<file path="config.mk">
export PLATFORM = sky130hd
export DESIGN_NAME = vrt_ref_ctrl
export DESIGN_NICKNAME = d
export VERILOG_FILES = /design/src/vrt_pkg.sv /design/src/vrt_sync.sv /design/src/vrt_ref_ctrl.sv
export VERILOG_INCLUDE_DIRS = /design/src
export SDC_FILE = /design/constraint.sdc
export NUM_CORES = 1
export LEC_CHECK = 0
export BUFFER_PORTS_ARGS = -buffer_cell sky130_fd_sc_hd__buf_2
export CAP_MARGIN = 20
export CELL_PAD_IN_SITES_DETAIL_PLACEMENT = 0
export CELL_PAD_IN_SITES_GLOBAL_PLACEMENT = 1
export CORE_ASPECT_RATIO = 1.2
export CORE_MARGIN = 2
export CORE_UTILIZATION = 42
export DETAILED_ROUTE_END_ITERATION = 6
export PLACE_DENSITY = 0.78
export SYNTH_ARGS = -nofsm -noshare
export SYNTH_HDL_FRONTEND = slang
export SYNTH_SLANG_ARGS = --single-unit
</file>
<file path="constraint.sdc">
create_clock -name core_clk_i -period 5.9 [get_ports core_clk_i]
set_clock_uncertainty 0.2 [all_clocks]
set_input_delay 0.885 -clock core_clk_i [delete_from_list [all_inputs] [get_ports core_clk_i]]
set_output_delay 0.885 -clock core_clk_i [all_outputs]
set_load 0.1 [all_outputs]
</file>
<file path="src/vrt_map.svh">
// register offsets, field positions, reset values and timing counts for the reference control block
`ifndef VRT_MAP_SVH
`define VRT_MAP_SVH

`define VRT_ADDR_W            4
`define VRT_CTRL_OFS          4'h0
`define VRT_IRQ_STAT_OFS      4'h1
`define VRT_IRQ_MASK_OFS      4'h2
`define VRT_CTRL_RST          8'h00
`define VRT_IRQ_RST           8'h00
`define VRT_BIT_REF_EN        7
`define VRT_BIT_REF_RDY       6
`define VRT_BIT_TS_EN         5
`define VRT_BIT_TS_RNG        4
`define VRT_IRQ_BIT_RDY_RISE  0
`define VRT_IRQ_BIT_RDY_FALL  1
`define VRT_IRQ_BITS          2
`define VRT_GAIN_1X           2'h1
`define VRT_GAIN_2X           2'h2
`define VRT_OSC_SEL_INTOSC    2'h0
`define VRT_BOR_ALWAYS        2'h3
`define VRT_BOR_NOSLEEP       2'h2
`define VRT_BOR_SOFT          2'h1
`define VRT_SETTLE_NS         25000
`define VRT_CLK_PERIOD_NS     4
`define VRT_SETTLE_CYC        ((`VRT_SETTLE_NS + `VRT_CLK_PERIOD_NS - 1) / `VRT_CLK_PERIOD_NS)

`endif

</file>
<file path="src/vrt_pkg.sv">
// types shared by the reference control block
package vrt_pkg;
    typedef enum logic [1:0] {
        VRT_REF_OFF,
        VRT_REF_SETTLING,
        VRT_REF_READY
    } vrt_ref_state_t;

    typedef enum logic [1:0] {
        VRT_GAIN_OFF,
        VRT_GAIN_X1,
        VRT_GAIN_X2
    } vrt_gain_t;
endpackage

</file>
<file path="src/vrt_sync.sv">
// three-stage synchroniser with agreement on the last two stages
`timescale 1ns/10ps
module vrt_sync #(
    parameter int WIDTH = 1
) (
    // clock and reset
    input  wire logic             core_clk_i,
    input  wire logic             resetn_i,
    // asynchronous levels in, settled levels out
    input  wire logic [WIDTH-1:0] async_i,
    output logic      [WIDTH-1:0] level_o
);
    logic [WIDTH-1:0] meta_r;
    logic [WIDTH-1:0] mid_r;
    logic [WIDTH-1:0] last_r;
    logic [WIDTH-1:0] level_r;
    logic [WIDTH-1:0] level_nxt;

    // a bit changes only once the second and third stage agree
    always_comb
    begin
        for (int i = 0; i < WIDTH; i++)
        begin
            level_nxt[i] = (mid_r[i] == last_r[i]) ? last_r[i] : level_r[i];
        end
    end

    // the first stage feeds only the second
    always_ff @(posedge core_clk_i or negedge resetn_i)
    begin
        if (!resetn_i)
        begin
            meta_r  <= '0;
            mid_r   <= '0;
            last_r  <= '0;
            level_r <= '0;
        end
        else
        begin
            meta_r  <= async_i;
            mid_r   <= meta_r;
            last_r  <= mid_r;
            level_r <= level_nxt;
        end
    end

    assign level_o = level_r;
endmodule

</file>
<file path="src/vrt_ref_ctrl.sv">
// control register, settling tracker and interrupt for the fixed voltage reference and temperature indicator
// Functional notes
// - Bit 7 of the control register turns the fixed voltage reference on when set and off when clear.
// - Once the enabled reference has settled, the read-only ready flag in bit 6 is set.
// - The ready flag reads zero while the reference is unsettled or powered off.
// - Bit 5 turns the temperature indicator on when set and off when clear.
// - Bit 4 picks the temperature indicator range, one for high and zero for low.
// - Bits 1 to 0 pick the reference to the converter: 01 is 1x, 10 is 2x, 00 and 11 are off.
// - Bits 3 and 2 are not implemented and always read zero.
// - The reference stays on while the internal fast oscillator runs outside sleep (select 00, frequency 000x).
// - The reference stays on for brown-out reset when its mode is 11, or 10 or 01 with fast start set.
// - The temperature indicator output is routed to a reserved converter input channel.
`timescale 1ns/10ps
`include "vrt_map.svh"
module vrt_ref_ctrl #(
    parameter int SETTLE_CYC = `VRT_SETTLE_CYC
) (
    // clock and reset
    input  wire logic                    core_clk_i,
    input  wire logic                    resetn_i,
    // register port
    input  wire logic [`VRT_ADDR_W-1:0]  reg_addr_i,
    input  wire logic [7:0]              reg_wdata_i,
    input  wire logic                    reg_wr_i,
    input  wire logic                    reg_rd_i,
    output logic      [7:0]              reg_rdata_o,
    // oscillator and brown-out configuration
    input  wire logic [1:0]              osc_select_i,
    input  wire logic [3:0]              int_osc_freq_select_i,
    input  wire logic                    sleep_i,
    input  wire logic [1:0]              brownout_enable_mode_i,
    input  wire logic                    brownout_fast_start_i,
    // analog side
    input  wire logic                    ref_settled_i,
    output logic                         fixed_voltage_reference_on_o,
    output logic                         adc_ref_x1_o,
    output logic                         adc_ref_x2_o,
    output logic                         temp_sense_enable_o,
    output logic                         temp_range_select_o,
    output logic                         temp_to_adc_channel_o,
    output logic                         ref_ready_o,
    // interrupt
    output logic                         irq_o
);
    localparam int CNT_W = $clog2(SETTLE_CYC + 1);

    logic [7:0]                 ctrl_r;
    logic [7:0]                 ctrl_nxt;
    logic [`VRT_IRQ_BITS-1:0]   stat_r;
    logic [`VRT_IRQ_BITS-1:0]   stat_nxt;
    logic [`VRT_IRQ_BITS-1:0]   mask_r;
    logic [`VRT_IRQ_BITS-1:0]   mask_nxt;
    logic [7:0]                 rdata_r;
    logic [7:0]                 rdata_nxt;
    vrt_pkg::vrt_ref_state_t    state_r;
    vrt_pkg::vrt_ref_state_t    state_nxt;
    logic [CNT_W-1:0]           cnt_r;
    logic [CNT_W-1:0]           cnt_nxt;
    logic                       ready_r;
    logic                       ready_nxt;
    logic                       ref_on_r;
    logic                       ref_on_nxt;
    logic                       x1_r;
    logic                       x1_nxt;
    logic                       x2_r;
    logic                       x2_nxt;
    logic                       ts_en_r;
    logic                       ts_en_nxt;
    logic                       ts_rng_r;
    logic                       ts_rng_nxt;
    logic                       irq_r;
    logic                       irq_nxt;
    logic [8:0]                 cfg_sync;
    logic                       settled_sync;
    logic [1:0]                 osc_sel_sync;
    logic [2:0]                 freq_hi_sync;
    logic                       awake_sync;
    logic                       bor_lo_sync;
    logic                       fast_start_sync;
    logic                       osc_needs;
    logic                       bor_needs;
    logic                       ref_demand;
    logic                       wr_ctrl;
    logic                       wr_stat;
    logic                       wr_mask;
    vrt_pkg::vrt_gain_t         gain;

    // oscillator, brown-out and settle levels come from other domains and pins
    // sleep travels inverted: a freshly reset stage reads asleep, so no false demand follows reset
    vrt_sync #(
        .WIDTH (10)
    ) u_sync (
        .core_clk_i (core_clk_i),
        .resetn_i   (resetn_i),
        .async_i    ({ref_settled_i, osc_select_i, int_osc_freq_select_i, ~sleep_i,
                      brownout_enable_mode_i[0], brownout_fast_start_i}),
        .level_o    ({settled_sync, cfg_sync})
    );

    // bor mode bit 1 travels separately to keep the bundle readable
    logic bor_hi_sync;
    vrt_sync #(
        .WIDTH (1)
    ) u_sync_bor (
        .core_clk_i (core_clk_i),
        .resetn_i   (resetn_i),
        .async_i    (brownout_enable_mode_i[1]),
        .level_o    (bor_hi_sync)
    );

    // settled configuration fields; the lowest frequency bit takes no part in the match
    assign osc_sel_sync    = cfg_sync[8:7];
    assign freq_hi_sync    = cfg_sync[6:4];
    assign awake_sync      = cfg_sync[2];
    assign bor_lo_sync     = cfg_sync[1];
    assign fast_start_sync = cfg_sync[0];

    // who forces the reference on; brown-out modes 10 and 01 force it only with fast start
    always_comb
    begin
        osc_needs = (osc_sel_sync == `VRT_OSC_SEL_INTOSC) && (freq_hi_sync == 3'h0)
                    && awake_sync;
        case ({bor_hi_sync, bor_lo_sync})
            `VRT_BOR_ALWAYS:  bor_needs = 1'b1;
            `VRT_BOR_NOSLEEP: bor_needs = fast_start_sync;
            `VRT_BOR_SOFT:    bor_needs = fast_start_sync;
            default:          bor_needs = 1'b0;
        endcase
        // the written enable counts in its own cycle, so power follows a write by one clock
        ref_demand = ctrl_nxt[`VRT_BIT_REF_EN] || osc_needs || bor_needs;
    end

    // register port decode
    always_comb
    begin
        wr_ctrl = reg_wr_i && (reg_addr_i == `VRT_CTRL_OFS);
        wr_stat = reg_wr_i && (reg_addr_i == `VRT_IRQ_STAT_OFS);
        wr_mask = reg_wr_i && (reg_addr_i == `VRT_IRQ_MASK_OFS);
    end

    // control register: ready and unused bits are never stored
    always_comb
    begin
        ctrl_nxt = ctrl_r;
        if (wr_ctrl)
        begin
            ctrl_nxt = reg_wdata_i & 8'hB3;
        end
        mask_nxt = wr_mask ? reg_wdata_i[`VRT_IRQ_BITS-1:0] : mask_r;
    end

    // settling tracker: analog ready plus a minimum settle count
    // a settled glitch keeps the count, so ready returns as soon as the level does
    always_comb
    begin
        state_nxt = state_r;
        cnt_nxt   = cnt_r;
        case (state_r)
            vrt_pkg::VRT_REF_OFF:
            begin
                cnt_nxt = '0;
                if (ref_demand)
                begin
                    state_nxt = vrt_pkg::VRT_REF_SETTLING;
                end
            end
            vrt_pkg::VRT_REF_SETTLING:
            begin
                if (!ref_demand)
                begin
                    state_nxt = vrt_pkg::VRT_REF_OFF;
                end
                else if ((cnt_r >= CNT_W'(SETTLE_CYC - 1)) && settled_sync)
                begin
                    state_nxt = vrt_pkg::VRT_REF_READY;
                end
                else if (cnt_r < CNT_W'(SETTLE_CYC - 1))
                begin
                    cnt_nxt = cnt_r + CNT_W'(1);
                end
            end
            vrt_pkg::VRT_REF_READY:
            begin
                if (!ref_demand)
                begin
                    state_nxt = vrt_pkg::VRT_REF_OFF;
                end
                else if (!settled_sync)
                begin
                    state_nxt = vrt_pkg::VRT_REF_SETTLING;
                end
            end
            default:
            begin
                state_nxt = vrt_pkg::VRT_REF_OFF;
            end
        endcase
        ready_nxt = (state_nxt == vrt_pkg::VRT_REF_READY);
    end

    // gain and indicator decode; 00 and 11 both leave the converter path off
    always_comb
    begin
        case (ctrl_nxt[1:0])
            `VRT_GAIN_1X: gain = vrt_pkg::VRT_GAIN_X1;
            `VRT_GAIN_2X: gain = vrt_pkg::VRT_GAIN_X2;
            default:      gain = vrt_pkg::VRT_GAIN_OFF;
        endcase
        ref_on_nxt = (state_nxt != vrt_pkg::VRT_REF_OFF);
        x1_nxt     = (gain == vrt_pkg::VRT_GAIN_X1);
        x2_nxt     = (gain == vrt_pkg::VRT_GAIN_X2);
        ts_en_nxt  = ctrl_nxt[`VRT_BIT_TS_EN];
        ts_rng_nxt = ctrl_nxt[`VRT_BIT_TS_RNG];
    end

    // sticky events; a new event beats a same-cycle clear
    // write one to clear; bits written zero are left alone
    always_comb
    begin
        stat_nxt = stat_r;
        if (wr_stat)
        begin
            stat_nxt = stat_r & ~reg_wdata_i[`VRT_IRQ_BITS-1:0];
        end
        if (ready_nxt && !ready_r)
        begin
            stat_nxt[`VRT_IRQ_BIT_RDY_RISE] = 1'b1;
        end
        if (!ready_nxt && ready_r)
        begin
            stat_nxt[`VRT_IRQ_BIT_RDY_FALL] = 1'b1;
        end
        irq_nxt = |(stat_nxt & mask_nxt);
    end

    // read mux; the ready bit is live state, bits 3-2 are zero
    // unmapped indices read zero, and writes to them are dropped
    always_comb
    begin
        rdata_nxt = 8'h00;
        if (reg_rd_i)
        begin
            case (reg_addr_i)
                `VRT_CTRL_OFS:     rdata_nxt = {ctrl_r[7], ready_r, ctrl_r[5:4], 2'h0, ctrl_r[1:0]};
                `VRT_IRQ_STAT_OFS: rdata_nxt = {6'h00, stat_r};
                `VRT_IRQ_MASK_OFS: rdata_nxt = {6'h00, mask_r};
                default:           rdata_nxt = 8'h00;
            endcase
        end
    end

    // all state registers
    always_ff @(posedge core_clk_i or negedge resetn_i)
    begin
        if (!resetn_i)
        begin
            ctrl_r   <= `VRT_CTRL_RST;
            stat_r   <= '0;
            mask_r   <= '0;
            rdata_r  <= 8'h00;
            state_r  <= vrt_pkg::VRT_REF_OFF;
            cnt_r    <= '0;
            ready_r  <= 1'b0;
            ref_on_r <= 1'b0;
            x1_r     <= 1'b0;
            x2_r     <= 1'b0;
            ts_en_r  <= 1'b0;
            ts_rng_r <= 1'b0;
            irq_r    <= 1'b0;
        end
        else
        begin
            ctrl_r   <= ctrl_nxt;
            stat_r   <= stat_nxt;
            mask_r   <= mask_nxt;
            rdata_r  <= rdata_nxt;
            state_r  <= state_nxt;
            cnt_r    <= cnt_nxt;
            ready_r  <= ready_nxt;
            ref_on_r <= ref_on_nxt;
            x1_r     <= x1_nxt;
            x2_r     <= x2_nxt;
            ts_en_r  <= ts_en_nxt;
            ts_rng_r <= ts_rng_nxt;
            irq_r    <= irq_nxt;
        end
    end

    // outputs straight from flops; the indicator feeds the reserved channel whenever on
    // irq is a level: it stays high until software clears the status bit or its mask bit
    assign reg_rdata_o                  = rdata_r;
    assign fixed_voltage_reference_on_o = ref_on_r;
    assign adc_ref_x1_o                 = x1_r;
    assign adc_ref_x2_o                 = x2_r;
    assign temp_sense_enable_o          = ts_en_r;
    assign temp_range_select_o          = ts_rng_r;
    assign temp_to_adc_channel_o        = ts_en_r;
    assign ref_ready_o                  = ready_r;
    assign irq_o                        = irq_r;
endmodule

</file>
# --- Yosys cells after proc, flatten, opt, wreduce, memory -nomap -nowiden ---
# Cells that the tools add are included.
totals:
  register_bits: 82
  output_inout_bits: 16
  word_cells: 101
op_classes:
  addsub: 1
  magnitude_cmp: 2
  n_eq_ne: 25
  mux: 19
  n_bitwise: 4
  n_reduce_logical: 21
ops:
  columns: ["cell", "n"]
  rows:
  - ["two-way mux 13 bit", 3]
  - ["one-hot mux 13 bit (2 select lines)", 1]
  - ["one-hot mux 8 bit (3 select lines)", 1]
  - ["two-way mux 8 bit", 2]
  - ["two-way mux 2 bit", 7]
  - ["adder 13 x 1 -> 13 bit (second input constant)", 1]
  - [">= comparator 13 bit (second input constant)", 1]
  - ["less-than comparator 13 bit (second input constant)", 1]
  - ["equality test 2 bit (second input constant)", 6]
  - ["equality test 1 bit", 10]
  - ["equality test 2 x 1 -> 1 bit (second input constant)", 4]
  - ["logical AND 1 bit", 8]
  - ["!= test 2 bit (second input constant)", 3]
  - ["one-hot mux 2 bit (3 select lines)", 1]
  - ["bitwise AND 2 bit", 2]
  - ["equality test 4 x 1 -> 1 bit (second input constant)", 1]
  - ["equality test 4 x 2 -> 1 bit (second input constant)", 1]
  - ["logical NOT 2 bit", 2]
  - ["logical NOT 4 bit", 1]
  - ["one-hot mux 2 bit (2 select lines)", 1]
  - ["AND reduction 4 bit", 1]
  - ["nonzero test 2 bit", 2]
  - ["OR reduction 2 bit", 2]
  - ["logical NOT 3 bit", 1]
  - ["6 further kinds", 9]

# --- Depth between registers and ports, before layout ---
depth:
  word_depth: 13
  ltp_mapped: 9

# --- Cells and area by module ---
# From an unflattened synthesis, not the netlist that was laid out.
hier_totals:
  hier_cells: 250
  area_unflattened_um2: 3218.1
modules_own_cells:
  columns: ["module", "instances", "cells_per_inst", "area_per_inst_um2", "seq_area_each_um2"]
  rows:
  - ["vrt_ref_ctrl", 1, 195, 1993.2, 875.8]
  - ["vrt_sync (u_sync)", 1, 50, 1113.6, 1001.0]
  - ["vrt_sync (u_sync_bor)", 1, 5, 111.4, 100.1]

# --- Least setup slack after synthesis ---
# OpenSTA, ideal clock, no wires.
synth_path:
  path_type: "input to register"
  from: "input reg_addr_i[0]"
  to: "register cnt_r[5]"
  setup_time_ns: 0.078
  arrival_time_ns: 2.489
  t_required_ns: 5.622
  path_slack_ns: 3.133
  stages: 7
  path_buffers: 3
  path_cell_list: "clkbuf_1 o41ai_1 and4_4 buf_6 clkbuf_1 o21ai_0 a21oi_1"
synth_via:
  elab_chain_cells: 7
synth_lines:
  columns: ["item", "line_no", "rtl"]
  rows:
  - ["from (decl)", "vrt_ref_ctrl.sv:22", "input wire logic [`VRT_ADDR_W-1:0] reg_addr_i,"]
  - ["logical NOT 4 bit", null, null]
  - ["logical AND 1 bit", "vrt_ref_ctrl.sv:136", "wr_ctrl = reg_wr_i && (reg_addr_i == `VRT_CTRL_OFS);"]
  - ["two-way mux 8 bit", "vrt_ref_ctrl.sv:145", "if (wr_ctrl)"]
  - ["logical OR 1 bit (2 in series)", "vrt_ref_ctrl.sv:130", "ref_demand = ctrl_nxt[`VRT_BIT_REF_EN] || osc_needs || bor_needs;"]
  - ["!= test 2 bit (no source line)", null, null]
  - ["AND reduction 4 bit (no source line)", null, null]
  - ["to (signal assigned)", "vrt_ref_ctrl.sv:278", "cnt_r <= cnt_nxt;"]
  - ["to (decl)", "vrt_ref_ctrl.sv:57", "logic [CNT_W-1:0] cnt_r;"]
# No other way between the ends.
# A chain may end at the register's enable or synchronous reset.

# --- Final worst setup path ---
layout_path:
  from: "register cnt_r[0]"
  to: "register cnt_r[3]"
layout_via:
  elab_chain_cells: 5
  word_cells_on_any_way: 11
layout_lines:
  columns: ["item", "line_no", "rtl"]
  rows:
  - ["adder 13 x 1 -> 13 bit", "vrt_ref_ctrl.sv:179", "cnt_nxt = cnt_r + CNT_W'(1);"]
  - ["two-way mux 13 bit", "vrt_ref_ctrl.sv:177", "else if (cnt_r < CNT_W'(SETTLE_CYC - 1))"]
  - ["two-way mux 13 bit", "vrt_ref_ctrl.sv:173", "else if ((cnt_r >= CNT_W'(SETTLE_CYC - 1)) && settled_sync)"]
  - ["two-way mux 13 bit", "vrt_ref_ctrl.sv:169", "if (!ref_demand)"]
  - ["one-hot mux 13 bit (2 select lines)", "vrt_ref_ctrl.sv:158", "case (state_r)"]
# Parallel ways exist; a longest one is shown, timed or not. The select of a mux whose other input is x is not followed.

==> impl_metrics.json <==
{
  "status": "complete, no violations",
  "start_util_pct": 43.3,
  "fin_util_pct": 49.6,
  "clk_pin_slew_ns": 0.08,
  "slew_headroom_pct": 40.0,
  "synth_flop_cell": "dfrtp_1",
  "hold_ws_ns": 0.150,
  "post-dp-hpwl_mm": 3.57,
  "holdPathEnd": "u_sync.mid_r[9]",
  "min_from": "u_sync.meta_r[9]",
  "die-area_um2": 7760,
  "io_pins": 43,
  "grt_max_degree": 76,
  "ys_top_cells_by_area": "dfrtp_1, maj3_1, nand3_1, a21oi_1, o31ai_1",
  "insertion_delay_ns": 0.35,
  "end_kind": "register",
  "route.detailed.wl_per_inst_um": 13.9,
  "syn_inst": 244,
  "port_buffers": 36,
  "synth-edff-count": 0,
  "ys_seq_area_share_pct": 63.2,
  "instances_no_fill": 373,
  "cts_tree": "yes",
  "setup_violations": 0,
  "finalPower_mw": 1.21,
  "finalCritPeriodShare_pct": 46.1,
  "final_cell_mix": "dfrtp_1, buf_2, nand2_1, nand3_1",
  "worstSetupStartpointType": "register",
  "r2r_end": "cnt_r[3]",
  "drt_iter0_markers": 118,
  "grt_pass1_vias": 1954,
  "ant_nets": 0,
  "rsz0062_at_grt": "no",
  "postSynthAreaPerCell_um2": 12.2,
  "antenna_cells": 0,
  "async_flop_share_pct": 100,
  "core_area_um2": 6850,
  "synth_cell_types": 43,
  "drv_slew": 0,
  "reg2reg_slack_ns": 3.18,
  "fmax_mhz": 367,
  "via_per_inst": 5.25,
  "hold_class": "register to register",
  "rows": 33,
  "yosys_warnings": 0,
  "htree_levels": 3,
  "routed_wl_mm": 5.17,
  "area_delta_synth_final_pct": 14.6,
  "finalSetupTns_ns": 0,
  "holdPathStages": 0,
  "dp.cells": 357,
  "num_vias": 1958,
  "cpPeakStageDelay_ns": 0.59,
  "hold_violations": 0,
  "p_leak_nw": 1.53,
  "vdd_drop_max_uv": 152,
  "cts_root_buffer": "clkbuf_8",
  "fin_nets": 312,
  "grt_usage_pct": 15.3,
  "power.density_nw_per_um2": 355,
  "gp_congestion": 0.732,
  "cts_resized": 0,
  "post-route-min-period_ns": 2.72,
  "syn_area_um2": 2970,
  "path_cells": "ha_1 > a2111oi_0 > or3_1 > nand2_1 > or4_1 > a21oi_1",
  "grt_overflow": 0,
  "cts.sinks": 75,
  "path_max_fanout": 11,
  "cpMaxStageDelayCell": "a2111oi_0",
  "synth_top_area_share_pct": 63.2,
  "synth-seq-cells": 75,
  "hold_buffers": 0,
  "dr.pass1.iters": 4,
  "antenna_found_initial": 0,
  "die_h_um": 96.1,
  "worstPathArrival_ns": 2.79,
  "die_x_um": 80.7,
  "ctsLongestPathBuffers": 2,
  "grt_first_pass_wirelength_mm": 8.93,
  "worst_pin_slew_ns": 0.900,
  "final_common_cell": "dfrtp_1",
  "critPathRequiredTime_ns": 5.97,
  "crit_type": "register to register",
  "rr_worst_depth": 6,
  "drc": 0,
  "synth_top_area_cell": "dfrtp_1",
  "cts_setup_buffers": 0,
  "cts-buffers-inserted": 9,
  "drive_above_1_share_pct": 20.6,
  "r2r-start": "cnt_r[0]",
  "drv_cap": 0
}
==> where the power goes <==
part	internal, mW	total (mW)	switching, mW
sequential	0.558	0.587	0.0286
clock	0.200	0.393	0.193
combinational	0.0539	0.226	0.173
==> Yosys cell counts (all sizes together) (2+ instances only) <==
library cell	instances
dfrtp	75
mux2	5
or4	7
maj3	10
nand4b	3
clkbuf	8
nor4	3
nor2	12
inv	10
or3	3
nand3	13
nand4	2
mux2i	4
and3	3
nand2b	6
nand3b	2
a21boi	2
and2	3
o31ai	8
a41oi	2
a21oi	12
o211ai	3
ha	4
buf	4
nand2	13
o41ai	2
nor2b	4
nor3	4
o21ai	4
==> routing by layer <==
| metal | share of wire [%] | vias to the layer above | routed length (um) | GRT usage [%] |
|---|---|---|---|---|
| met5 | 0 | - | 0 | 0 |
| met4 | 2.6 | 0 | 134 | 9.75 |
| met3 | 4.4 | 12 | 229 | 2.81 |
| met2 | 48 | 40 | 2490 | 24.8 |
| met1 | 45 | 958 | 2320 | 19.0 |
| li1 | - | 948 | - | - |
==> critical path: cells and delay by family, from the launching register on <==
family / cells / cell delay (ns)
AOI/OAI and AO/OA: 2 / 0.74
adders and majority gates: 1 / 0.24
DFF: 1 / 0.45
and+or+nand+nor: 3 / 1.03
==> registers in the layout (all words and copies together), names as in the netlist <==
signal	cells
u_sync.meta_r	9
ctrl_r	5
stat_r	2
u_sync_bor.meta_r	1
adc_ref_x1_o	1
cnt_r	13
state_r	2
u_sync_bor.mid_r	1
u_sync.mid_r	9
ref_ready_o	1
adc_ref_x2_o	1
u_sync.last_r	9
irq_o	1
fixed_voltage_reference_on_o	1
reg_rdata_o	6
u_sync.level_o	9
u_sync_bor.level_o	1
mask_r	2
u_sync_bor.last_r	1
==> cell families after synthesis <==
| family | share of synthesized area [%] |
|---|---|
| AOI/OAI and AO/OA | 9.74 |
| and+or+nand+nor | 15.2 |
| muxes | 3.25 |
| buffers and inverters | 3.41 |
| adders and majority gates | 5.06 |
| DFF | 63.2 |
| other | 0.126 |
==> how the worst max path moves through the flow <==
stage               depth (start not counted)           from  endpoint  slack (ns)
finish                                      6       cnt_r[0]  cnt_r[3]        3.18
global route                                7       cnt_r[1]  cnt_r[4]        2.97
CTS                                         6       cnt_r[0]  cnt_r[3]        3.14
detailed placement                          6  reg_addr_i[1]     irq_o        3.13
global placement                            6  reg_addr_i[1]     irq_o        3.15
floorplan                                   7  reg_addr_i[0]  cnt_r[5]        3.13
==> layout make-up <==
type	count	area, um^2
clock inverter	6	70.1
multi-input combinational	148	993
timing repair buffer	37	188
inverter	10	37.5
tap	87	109
fill	625	3450
clock buffer	10	128
sequential	75	1880
==> metrics by stage <==
stage | setup WS (ns) | cell area (um^2)
2_1_floorplan | 3.13 | 2970
4_1_cts | 3.14 | 3400
6_report | 3.18 | 3400
3_5_place_dp | 3.13 | 3200
5_1_grt | 2.97 | 3400
3_3_place_gp | 3.15 | 3200
Note: power is estimated with default switching activity, not from simulation.
